### src/verilog/can_mode_defines.vh
// constants for the can mode control and interrupt priority block
`ifndef CAN_MODE_DEFINES_VH
`define CAN_MODE_DEFINES_VH
`define MODE_NORMAL      3'h0
`define MODE_DISABLED    3'h1
`define MODE_LOOPBACK    3'h2
`define MODE_LISTEN      3'h3
`define MODE_CONFIG      3'h4
`define MODE_ERR_RECOG   3'h7
`define ADDR_TXB2_CON    12'hF20
`define ADDR_TXB1_CON    12'hF30
`define ADDR_TXB0_CON    12'hF40
`define ADDR_RXB1_CON    12'hF50
`define ADDR_RXB0_CON    12'hF60
`define ADDR_STAT0       12'hF6E
`define ADDR_CTRL        12'hF6F
`define ADDR_BTC1        12'hF70
`define ADDR_BTC2        12'hF71
`define ADDR_BTC3        12'hF72
`define ADDR_PIN_IO      12'hF73
`define ADDR_COMMUNICATION_STATUS     12'hF74
`define ADDR_RXERR       12'hF75
`define ADDR_TXERR       12'hF76
`define ADDR_PRIO        12'hF77
`define ADDR_IRQ_STAT    12'hF78
`define ADDR_IRQ_MASK    12'hF79
`define ADDR_BANK15_BASE 12'hF00
`define ACCESS_LOW_BASE  12'hF60
`define CTRL_RESET       8'h80
`define PRIO_RESET       8'h00
`define TXREQ_BIT        3
`define RXM_HI           6
`define RXM_LO           5
`define PRIO_IRX         7
`define PRIO_WAK         6
`define PRIO_ERR         5
`define PRIO_TXB2        4
`define IDLE_BITS        4'hB
`endif

### src/verilog/can_mode_control_irq_priority.v
// can mode request/acknowledge, interrupt priority and register map
`timescale 1ns/1ns
`include "can_mode_defines.vh"
module can_mode_control_irq_priority
#(
  parameter BIT_CYCLES = 250
)
(
  // clock and reset
  input  wire        i_sys_clk,
  input  wire        i_rstn,
  // register port
  input  wire [11:0] i_addr,
  input  wire [7:0]  i_wdata,
  input  wire        i_wr,
  input  wire        i_rd,
  input  wire        i_bank15_sel,
  output reg  [7:0]  o_rdata,
  // protocol engine side
  input  wire        i_can_rx,
  input  wire        i_tx_busy,
  input  wire        i_rx_busy,
  input  wire        i_tx_done,
  input  wire [7:0]  i_irq_src,
  input  wire [7:0]  i_err_rx,
  input  wire [7:0]  i_err_tx,
  // mode and interrupt outputs
  output reg  [2:0]  o_op_mode,
  output reg         o_irq_high,
  output reg         o_irq_low,
  output reg         o_irq
);

  reg  [7:0]  ctrl_reg;
  reg  [2:0]  mode_reg;
  reg  [7:0]  prio_reg;
  reg  [7:0]  irq_stat_reg;
  reg  [7:0]  irq_mask_reg;
  reg  [7:0]  txcon_reg [0:2];
  reg  [7:0]  rxcon_reg [0:1];
  reg  [7:0]  btc_reg   [0:2];
  reg  [7:0]  pin_io_reg;
  reg  [7:0]  communication_status_reg;
  reg  [15:0] bit_cnt_reg;
  reg  [3:0]  idle_cnt_reg;
  reg         dis_wait_reg;
  reg         rx_s1_reg;
  reg         rx_s2_reg;
  reg         txb_s1_reg;
  reg         txb_s2_reg;
  reg         rxb_s1_reg;
  reg         rxb_s2_reg;
  reg  [7:0]  rdata_next;
  reg  [2:0]  mode_next;
  wire [2:0]  mode_request;
  wire        tx_pending;
  wire        bus_idle;
  wire        err_recog;
  wire        addr_ok;
  wire        wr_ok;
  wire [7:0]  status_value;
  wire [7:0]  irq_pend;

  function is_status_mirror;
    input [11:0] a;
    begin
      is_status_mirror = (a[3:0] == 4'hE) && (a[11:4] >= 8'hF2) && (a[11:4] <= 8'hF6);
    end
  endfunction

  // receive-mode bits 11 ask for error recognition
  function rxm_error;
    input [7:0] c;
    begin
      rxm_error = (c[`RXM_HI:`RXM_LO] == 2'h3);
    end
  endfunction

  function in_access_low;
    input [11:0] a;
    begin
      in_access_low = (a >= `ACCESS_LOW_BASE);
    end
  endfunction

  assign mode_request = ctrl_reg[7:5];
  assign tx_pending   = txcon_reg[0][`TXREQ_BIT] | txcon_reg[1][`TXREQ_BIT] |
                        txcon_reg[2][`TXREQ_BIT] | txb_s2_reg;
  assign bus_idle     = (idle_cnt_reg == `IDLE_BITS);
  assign err_recog    = rxm_error(rxcon_reg[0]) ||
                        rxm_error(rxcon_reg[1]);
  assign status_value = {mode_reg, 5'h00};
  assign addr_ok      = i_bank15_sel | in_access_low(i_addr);
  assign wr_ok        = i_wr & addr_ok;
  assign irq_pend     = irq_stat_reg & irq_mask_reg;

  // bus level is asynchronous; resets recessive so no false activity
  always @(posedge i_sys_clk or negedge i_rstn)
  begin
    if (!i_rstn)
    begin
      rx_s1_reg <= 1'b1;
      rx_s2_reg <= 1'b1;
    end
    else
    begin
      rx_s1_reg <= i_can_rx;
      rx_s2_reg <= rx_s1_reg;
    end
  end

  // engine busy levels come from another domain
  always @(posedge i_sys_clk or negedge i_rstn)
  begin
    if (!i_rstn)
    begin
      txb_s1_reg <= 1'b0;
      txb_s2_reg <= 1'b0;
      rxb_s1_reg <= 1'b0;
      rxb_s2_reg <= 1'b0;
    end
    else
    begin
      txb_s1_reg <= i_tx_busy;
      txb_s2_reg <= txb_s1_reg;
      rxb_s1_reg <= i_rx_busy;
      rxb_s2_reg <= rxb_s1_reg;
    end
  end

  always @(posedge i_sys_clk or negedge i_rstn)
  begin
    if (!i_rstn)
    begin
      bit_cnt_reg  <= 16'h0000;
      idle_cnt_reg <= 4'h0;
    end
    else if (!rx_s2_reg)
    begin
      bit_cnt_reg  <= 16'h0000;
      idle_cnt_reg <= 4'h0;
    end
    else if (bit_cnt_reg == BIT_CYCLES[15:0] - 16'h0001)
    begin
      bit_cnt_reg <= 16'h0000;
      if (!bus_idle)
        idle_cnt_reg <= idle_cnt_reg + 4'h1;
    end
    else
      bit_cnt_reg <= bit_cnt_reg + 16'h0001;
  end

  // disable asked while active keeps waiting for an idle bus
  // even after busy drops, so a frame tail is never cut
  always @(posedge i_sys_clk or negedge i_rstn)
  begin
    if (!i_rstn)
      dis_wait_reg <= 1'b0;
    else if (mode_request != `MODE_DISABLED || mode_reg == `MODE_DISABLED)
      dis_wait_reg <= 1'b0;
    else if (txb_s2_reg | rxb_s2_reg)
      dis_wait_reg <= 1'b1;
  end

  // mode switching
  always @*
  begin
    mode_next = mode_reg;
    if (err_recog && mode_request == `MODE_NORMAL)
    begin
      // error recognition also waits for pending sends
      if (!tx_pending)
        mode_next = `MODE_ERR_RECOG;
    end
    else if (mode_request != mode_reg)
    begin
      case (mode_request)
        `MODE_CONFIG:
          if (!tx_pending)
            mode_next = `MODE_CONFIG;
        `MODE_DISABLED:
          if (!tx_pending && !rxb_s2_reg && (!dis_wait_reg || bus_idle))
            mode_next = `MODE_DISABLED;
        `MODE_NORMAL, `MODE_LOOPBACK, `MODE_LISTEN:
          if (!tx_pending)
            mode_next = mode_request;
        // error recognition cannot be asked for here
        `MODE_ERR_RECOG:
          mode_next = mode_reg;
        default:
          mode_next = mode_reg;
      endcase
    end
  end

  // registers
  always @(posedge i_sys_clk or negedge i_rstn)
  begin
    if (!i_rstn)
    begin
      ctrl_reg     <= `CTRL_RESET;
      mode_reg     <= `MODE_CONFIG;
      prio_reg     <= `PRIO_RESET;
      irq_mask_reg <= 8'h00;
      communication_status_reg  <= 8'h00;
      rxcon_reg[0] <= 8'h00;
      rxcon_reg[1] <= 8'h00;
    end
    else
    begin
      mode_reg <= mode_next;
      if (wr_ok)
      begin
        case (i_addr)
          `ADDR_CTRL:
            ctrl_reg <= i_wdata;
          `ADDR_PRIO:
            prio_reg <= i_wdata;
          `ADDR_IRQ_MASK:
            irq_mask_reg <= i_wdata;
          `ADDR_RXB0_CON:
            rxcon_reg[0] <= i_wdata;
          `ADDR_RXB1_CON:
            rxcon_reg[1] <= i_wdata;
          `ADDR_COMMUNICATION_STATUS:
            communication_status_reg <= i_wdata;
          default:
            ctrl_reg <= ctrl_reg;
        endcase
      end
    end
  end

  // a buffer stays pending until the engine reports a frame sent, which clears all three
  // a same-cycle write wins so software can re-arm at once
  always @(posedge i_sys_clk or negedge i_rstn)
  begin
    if (!i_rstn)
    begin
      txcon_reg[0] <= 8'h00;
      txcon_reg[1] <= 8'h00;
      txcon_reg[2] <= 8'h00;
    end
    else
    begin
      if (i_tx_done)
      begin
        txcon_reg[0][`TXREQ_BIT] <= 1'b0;
        txcon_reg[1][`TXREQ_BIT] <= 1'b0;
        txcon_reg[2][`TXREQ_BIT] <= 1'b0;
      end
      if (wr_ok && i_addr == `ADDR_TXB0_CON)
        txcon_reg[0] <= i_wdata;
      if (wr_ok && i_addr == `ADDR_TXB1_CON)
        txcon_reg[1] <= i_wdata;
      if (wr_ok && i_addr == `ADDR_TXB2_CON)
        txcon_reg[2] <= i_wdata;
    end
  end

  // timing and pin setup only change in configuration,
  // so a running node never sees its bit timing move
  always @(posedge i_sys_clk or negedge i_rstn)
  begin
    if (!i_rstn)
    begin
      btc_reg[0] <= 8'h00;
      btc_reg[1] <= 8'h00;
      btc_reg[2] <= 8'h00;
      pin_io_reg <= 8'h00;
    end
    else if (wr_ok && mode_reg == `MODE_CONFIG)
    begin
      case (i_addr)
        `ADDR_BTC1:
          btc_reg[0] <= i_wdata;
        `ADDR_BTC2:
          btc_reg[1] <= i_wdata;
        `ADDR_BTC3:
          btc_reg[2] <= i_wdata;
        `ADDR_PIN_IO:
          pin_io_reg <= i_wdata;
        default:
          pin_io_reg <= pin_io_reg;
      endcase
    end
  end

  // set wins over write-one-to-clear so no event is lost
  always @(posedge i_sys_clk or negedge i_rstn)
  begin
    if (!i_rstn)
      irq_stat_reg <= 8'h00;
    else if (wr_ok && i_addr == `ADDR_IRQ_STAT)
      irq_stat_reg <= (irq_stat_reg & ~i_wdata) | i_irq_src;
    else
      irq_stat_reg <= irq_stat_reg | i_irq_src;
  end

  // read mux
  always @*
  begin
    rdata_next = 8'h00;
    if (i_rd && addr_ok)
    begin
      // status decoded first so every mirror shows one value
      if (is_status_mirror(i_addr))
        rdata_next = status_value;
      else
        case (i_addr)
          `ADDR_CTRL:
            rdata_next = ctrl_reg;
          `ADDR_PRIO:
            rdata_next = prio_reg;
          `ADDR_IRQ_STAT:
            rdata_next = irq_stat_reg;
          `ADDR_IRQ_MASK:
            rdata_next = irq_mask_reg;
          `ADDR_TXB0_CON:
            rdata_next = txcon_reg[0];
          `ADDR_TXB1_CON:
            rdata_next = txcon_reg[1];
          `ADDR_TXB2_CON:
            rdata_next = txcon_reg[2];
          `ADDR_RXB0_CON:
            rdata_next = rxcon_reg[0];
          `ADDR_RXB1_CON:
            rdata_next = rxcon_reg[1];
          `ADDR_BTC1:
            rdata_next = btc_reg[0];
          `ADDR_BTC2:
            rdata_next = btc_reg[1];
          `ADDR_BTC3:
            rdata_next = btc_reg[2];
          `ADDR_PIN_IO:
            rdata_next = pin_io_reg;
          `ADDR_COMMUNICATION_STATUS:
            rdata_next = communication_status_reg;
          `ADDR_RXERR:
            rdata_next = i_err_rx;
          `ADDR_TXERR:
            rdata_next = i_err_tx;
          default:
            rdata_next = 8'h00;
        endcase
    end
  end

  // outputs
  always @(posedge i_sys_clk or negedge i_rstn)
  begin
    if (!i_rstn)
    begin
      o_rdata    <= 8'h00;
      o_op_mode  <= `MODE_CONFIG;
      o_irq_high <= 1'b0;
      o_irq_low  <= 1'b0;
      o_irq      <= 1'b0;
    end
    else
    begin
      o_rdata    <= rdata_next;
      o_op_mode  <= mode_reg;
      o_irq_high <= |(irq_pend & prio_reg);
      o_irq_low  <= |(irq_pend & ~prio_reg);
      o_irq      <= |irq_pend;
    end
  end

endmodule

### config.mk
export PLATFORM = sky130hd
export DESIGN_NAME = can_mode_control_irq_priority
export DESIGN_NICKNAME = d
export VERILOG_FILES = /design/src/verilog/can_mode_control_irq_priority.v
export VERILOG_INCLUDE_DIRS = /design/src /design/src/verilog
export SDC_FILE = /design/constraint.sdc
export NUM_CORES = 1
export LEC_CHECK = 0
export BUFFER_PORTS_ARGS = -buffer_cell sky130_fd_sc_hd__buf_2
export CORE_ASPECT_RATIO = 1.75
export CORE_MARGIN = 5
export CORE_UTILIZATION = 40
export DETAILED_ROUTE_END_ITERATION = 10
export PLACE_DENSITY = 0.61
export SYNTH_ARGS = -nofsm -noshare
export SYNTH_HDL_FRONTEND = slang
export SYNTH_SLANG_ARGS = --single-unit
### constraint.sdc
create_clock -name i_sys_clk -period 4.8 [get_ports i_sys_clk]
set_input_delay 0.24 -clock i_sys_clk [delete_from_list [all_inputs] [get_ports i_sys_clk]]
set_output_delay 0.24 -clock i_sys_clk [all_outputs]
set_load 0.1 [all_outputs]
==> impl_results.md, run 1 <==
* Gr usage total at approximately 23%
* CTS max path bufs at 2
* Initial DRC count at 485
* Unrepaired setup endpoints after global routing: false
* CTS tree: built
* Final WL at 25400 microns
* Initial antenna violation count at 0
* DR vias at between 5000 and 6000
* EDFF count, synth at 0
* Layout Utilization at 46.5%
* Detailed Place HPWL at between 15000 and 20000 microns
* Critical path's slowest cell: nor4bb_1
* CP cell instances: buf_2 -> nor4bb_1 -> nand4_1 -> mux2_2
* Grt total ovfl at 0
* Setup crit start: i_addr[4]
* Cell Rows at between 60 and 70
* Number of gates resized after CTS at 0
* DRC at 0
* Hold Path Class: in -> reg
* Clock slew at reported path FFs at roughly 60 ps
* Avg Vias per Cell at 6.06
* Largest net degree at the start of global routing at 67
* Fin. Hold Viols at 0
* Synth Register Bits at ~160
* WS Path Type: in -> reg
* Nets at 784
* Clock Latency Late Sink at 440 ps
* Crit path launch type: primary input
* Syn avg cell area at 11.9 sq um
* Fraction of layout cells with a size suffix above 1 at 32.3%
* Crit path DAT at a little under 3000 ps
* Leakage at 0.00421 uW
* Final worst path period share at between 50% and 60%
* Sum Neg Setup Slack at 0 ps
* Most frequent cells in the layout: 151 x dfrtp_1, 105 x mux2_2, 65 x buf_2
* Placed Instances at 942
* Clock sinks at 156
* Worst rel slew slack at 27.9%
* PortBufs at 66
* CP max stage delay at 890 ps
* Die Width at 116 microns
* Max VDD drop at 0.000274 V
* Share of the synthesized area in the top cell type at 47.8%
* Core ar. at approximately 20000 sq um
* Clk_skew at 11.7 ps
* Number of antenna-violating nets in the routed design at 0
* Worst-case reg-to-reg path depth at 4
* Minimum hold slack at 93.2 ps
* Area leader, netlist: dfrtp_1
* Reg2reg setup slack at 2550 ps
* Ant. Diodes at 0
* CTS buffer count at 17
* Total of max-cap violations at 0
* Commonest non-fill, non-tap cell in the layout: dfrtp_1
* Final slew viol count at 0
* Mapped Area at 7900 sq um
* Non-filler cells, final at 986
* Critical path endpoint category: flop
* Crit Path Max Fanout at 35
* Period minus WS final at 2660 ps
* Layout area overhead at 15.2%
* Yosys cell types at between 70 and 80
* Number of global-route vias before repair at 6383
* H-tree Lvls at 4
* Slew @ Worst Pin at about 1100 ps
* Post-synth ARST share at 100%
* Synth area leaders: dfrtp_1 48%, mux2_2 15%, mux2i_1 2.9%
* Post-CTS setup buffers at 0
* Post-Syn Nets at between 700 and 800
* CP Data Required Time at 5120 ps
* First-pass GRT wire length at approximately 38000 microns
* Pwr/cell area at 325 nW/um^2
* Sequential-to-total area share from yosys stat at 49.5%
* Status: finished, final reports clean
* Warnings from Yosys at 0
* Drt wl/cell at between 20 and 30 microns
* I/O Pins at 67
* Crit path to: irq_mask_reg[6]$_DFFE_PN0P_
* Post-cts hold buffer count at 12
* Vert. Die Dim at around 200 microns
* Critical R2R Launch: bit_cnt_reg[13]$_DFF_PN0_
* Cells after Synth at between 600 and 700
* Final setup violation count at 0
* Root Driver: clkbuf_16
* RePlAce Congestion at 0.946
* Primary FF master, synth: dfrtp_1
* R2r endpoint: bit_cnt_reg[7]$_DFF_PN0_
* Initial Util at 40.4%
* Drt pass-1 iters at 5
* Max Freq at between 300 and 400 MHz
* Die Area at ~23000 sq um
cells by family after synthesis:
kind of cell	share of synthesized area, %
adders and majority gates	0.475
muxes	20.0
buffers and inverters	2.34
DFF	49.5
and+or+nand+nor	15.6
AOI/OAI and AO/OA	9.88
xor gates and xnor gates	2.22
worst max-delay path: cells and delay by family:
family	cells	cell delay [ps]
AND/OR/NAND/NOR	2	1550
buffers and inverters	1	670
multiplexers	1	500
worst min-delay path by stage:
| stage | startpoint | slack [ps] | cells past startpoint | end |
|---|---|---|---|---|
| 3_3_place_gp | i_rstn | 280 | 1 | irq_stat_reg[2]$_DFF_PN0_ |
| 3_5_place_dp | i_rstn | 290 | 1 | irq_stat_reg[7]$_DFF_PN0_ |
| 4_1_cts | i_rd | 70 | 2 | o_rdata[6]$_DFF_PN0_ |
| 6_report | i_rd | 90 | 2 | o_rdata[6]$_DFF_PN0_ |
| 2_1_floorplan | i_rstn | -60 | 0 | bit_cnt_reg[0]$_DFF_PN0_ |
| 5_1_grt | i_rd | 80 | 3 | o_rdata[5]$_DFF_PN0_ |
power by group:
group          switching [uW]  internal (uW)  total, uW
Combinational             210           80.6        290
Sequential               23.0           1340       1360
Clock                     535            775       1310
Total                     767           2190       2960
layout make-up:
class | count | area, sq um
flip-flops and latches | 156 | 3910
repair buffers | 82 | 487
well taps | 245 | 307
clock inverters | 11 | 120
fillers | 1843 | 10500
inverters | 7 | 26.3
clock buffers | 21 | 450
multi-input cells | 464 | 3810
metal layers:
metal  vias up  wire length (microns)  share of wire, %  track usage (%)
met5         -                      0                 0                0
met4         0                   1590               6.3             13.7
met3        85                   1480               5.8             4.10
met2       250                  13500                53             39.9
met1      3028                   8810                35             25.6
li1       2616                      -                 -                -
cell usage after synthesis (10+ instances only):
cell      instances
a22oi_1          10
and3_1           15
buf_2            12
clkbuf_1         19
dfrtp_1         151
mux2_2          105
mux2i_1          23
nand2_1          37
nand3_1          22
nor2_1           30
nor2b_1          12
o21ai_0          14
xor2_1           11
through the flow:
step,power [uW],instance area [sq um],setup slack [ps]
2_1_floorplan,1550,7900,2920
3_3_place_gp,1660,8420,1820
3_5_place_dp,1670,8420,1730
4_1_cts,2990,9110,2190
5_1_grt,3070,9110,2080
6_report,2960,9110,2140
No activity file was read; power rests on OpenSTA's default activity.
==> inputs of run 2 (changes only) <==
==> constraint.sdc (replaced) <==
create_clock -name i_sys_clk -period 2.7 [get_ports i_sys_clk]
set_input_delay 0.135 -clock i_sys_clk [delete_from_list [all_inputs] [get_ports i_sys_clk]]
set_output_delay 0.135 -clock i_sys_clk [all_outputs]
set_load 0.1 [all_outputs]
==> impl_results.md, run 2 (same netlist as run 1, synthesis figures left out) <==
* Status: finished, final reports clean
* Setup WS pre-CTS at roughly 350 ps
* Clock Latency Late Sink at 430 ps
* Unrepaired setup endpoints after global routing: false
* Ant. Diodes at 0
* DR vias at 6025
* Max Freq at 457 MHz
* Pwr/cell area at 580 nW/um^2
* DRC at 0
* Layout Utilization at between 40% and 50%
* Placed Instances at 972
* Crit Path Max Fanout at 8
* Critical path endpoint category: flop
* Die Area at about 23000 sq um
* Detailed Place HPWL at 19500 microns
* Most frequent cells in the layout: 151 x dfrtp_1, 105 x mux2_2, 65 x buf_2
* Number of antenna-violating nets in the routed design at 0
* Number of global-route vias before repair at 6615
* CTS buffer count at 17
* Post-CTS setup buffers at 0
* Initial DRC count at 346
* Commonest non-fill, non-tap cell in the layout: dfrtp_1
* Max VDD drop at 0.000492 V
* CTS max path bufs at 2
* Final worst slack at 513 ps
* Slew @ Worst Pin at 691 ps
* Clock slew at reported path FFs at 60 ps
* Clk_skew at 11.4 ps
* Final slew viol count at 0
* Fin. Hold Viols at 0
* Leakage at 0.00440 uW
* Grt total ovfl at 0
* Post-cts hold buffer count at 13
* I/O Pins at between 60 and 70
* H-tree Lvls at 4
* Gr usage total at 23.8%
* Layout area overhead at 19.1%
* Number of gates resized after CTS at 0
* RePlAce Congestion at around 1
* Total Power at 5450 uW
* CTS tree: built
* Largest net degree at the start of global routing at 69
* Root Driver: clkbuf_16
* Initial Util at ~40%
* Sum Neg Setup Slack at 0 ps
* Cell Rows at 68
* WS Path Type: reg -> reg
* Total of max-cap violations at 0
* PortBufs at 66
* Initial antenna violation count at 1
* Fraction of layout cells with a size suffix above 1 at 35.0%
* Period minus WS final at approximately 2200 ps
* Nets at 815
* Worst rel slew slack at a little over half
* Vert. Die Dim at a little under 200 microns
* Final setup violation count at 0
* Avg Vias per Cell at 5.92
* Non-filler cells, final at 1017
* Clock sinks at about 160
* Core ar. at 19600 sq um
* Crit path DAT at approximately 2500 ps
* Drt wl/cell at ~25 microns
* CP Data Required Time at 3010 ps
* Drt pass-1 iters at 5
* Crit path launch type: flop
* Final worst path period share at about 81%
* First-pass GRT wire length at ~40000 microns
* Final WL at 25900 microns
* Hold Path Class: in -> reg
* Die Width at 116 microns
run 2: through the flow:
| step | instance area [sq um] | hold WS [ps] |
|---|---|---|
| floorplan | 7900 | -161 |
| global placement | 8670 | 195 |
| detailed placement | 8670 | 212 |
| CTS | 9410 | 86.3 |
| global route | 9410 | 105 |
| finish | 9410 | 101 |
run 2: power breakdown:
group	internal (uW)	total, uW	leakage (uW)	switching [uW]
logic	169	556	0.00200	387
registers	2380	2410	0.00210	34.1
clock network	1530	2480	0.000300	956
run 2: final timing paths:
| kind | from | endpoint | slack [ps] | cells past startpoint |
|---|---|---|---|---|
| worst max-delay path | mode_reg[1]$_DFFE_PN0P_ | pin_io_reg[1]$_DFFE_PN0P_ | 510 | 4 |
| worst min-delay path | i_tx_done | txcon_reg[11]$_DFFE_PN0P_ | 100 | 3 |
| worst max register to register | mode_reg[1]$_DFFE_PN0P_ | pin_io_reg[1]$_DFFE_PN0P_ | 510 | 4 |
| worst min register to register | txb_s1_reg$_DFF_PN0_ | txb_s2_reg$_DFF_PN0_ | 350 | 0 |
| max in group asynchronous | i_rstn | mode_reg[2]$_DFFE_PN1P_ | 1630 | 3 |
| min in group asynchronous | i_rstn | irq_stat_reg[1]$_DFF_PN0_ | 300 | 2 |
run 2: area by class of cell:
cell class	instances	area [sq um]
clock buffers	22	474
clock inverters	10	139
fillers	1827	10200
inverters	7	26.3
multi-input cells	464	3810
flip-flops and latches	156	3910
well taps	245	307
repair buffers	113	747
run 2: layer usage:
metal	global-route usage (%)	vias up	wire [microns]
li1	-	2673	-
met5	0	-	13
met4	16.9	2	2120
met3	4.14	78	954
met2	41.3	190	13600
met1	25.2	3082	9170
run 2: worst max-delay path, stage by stage (launching register included):
cell,delay [ps]
dfrtp_1,480
nor2_1,230
nand4_4,200
or4_1,750
mux2_4,410
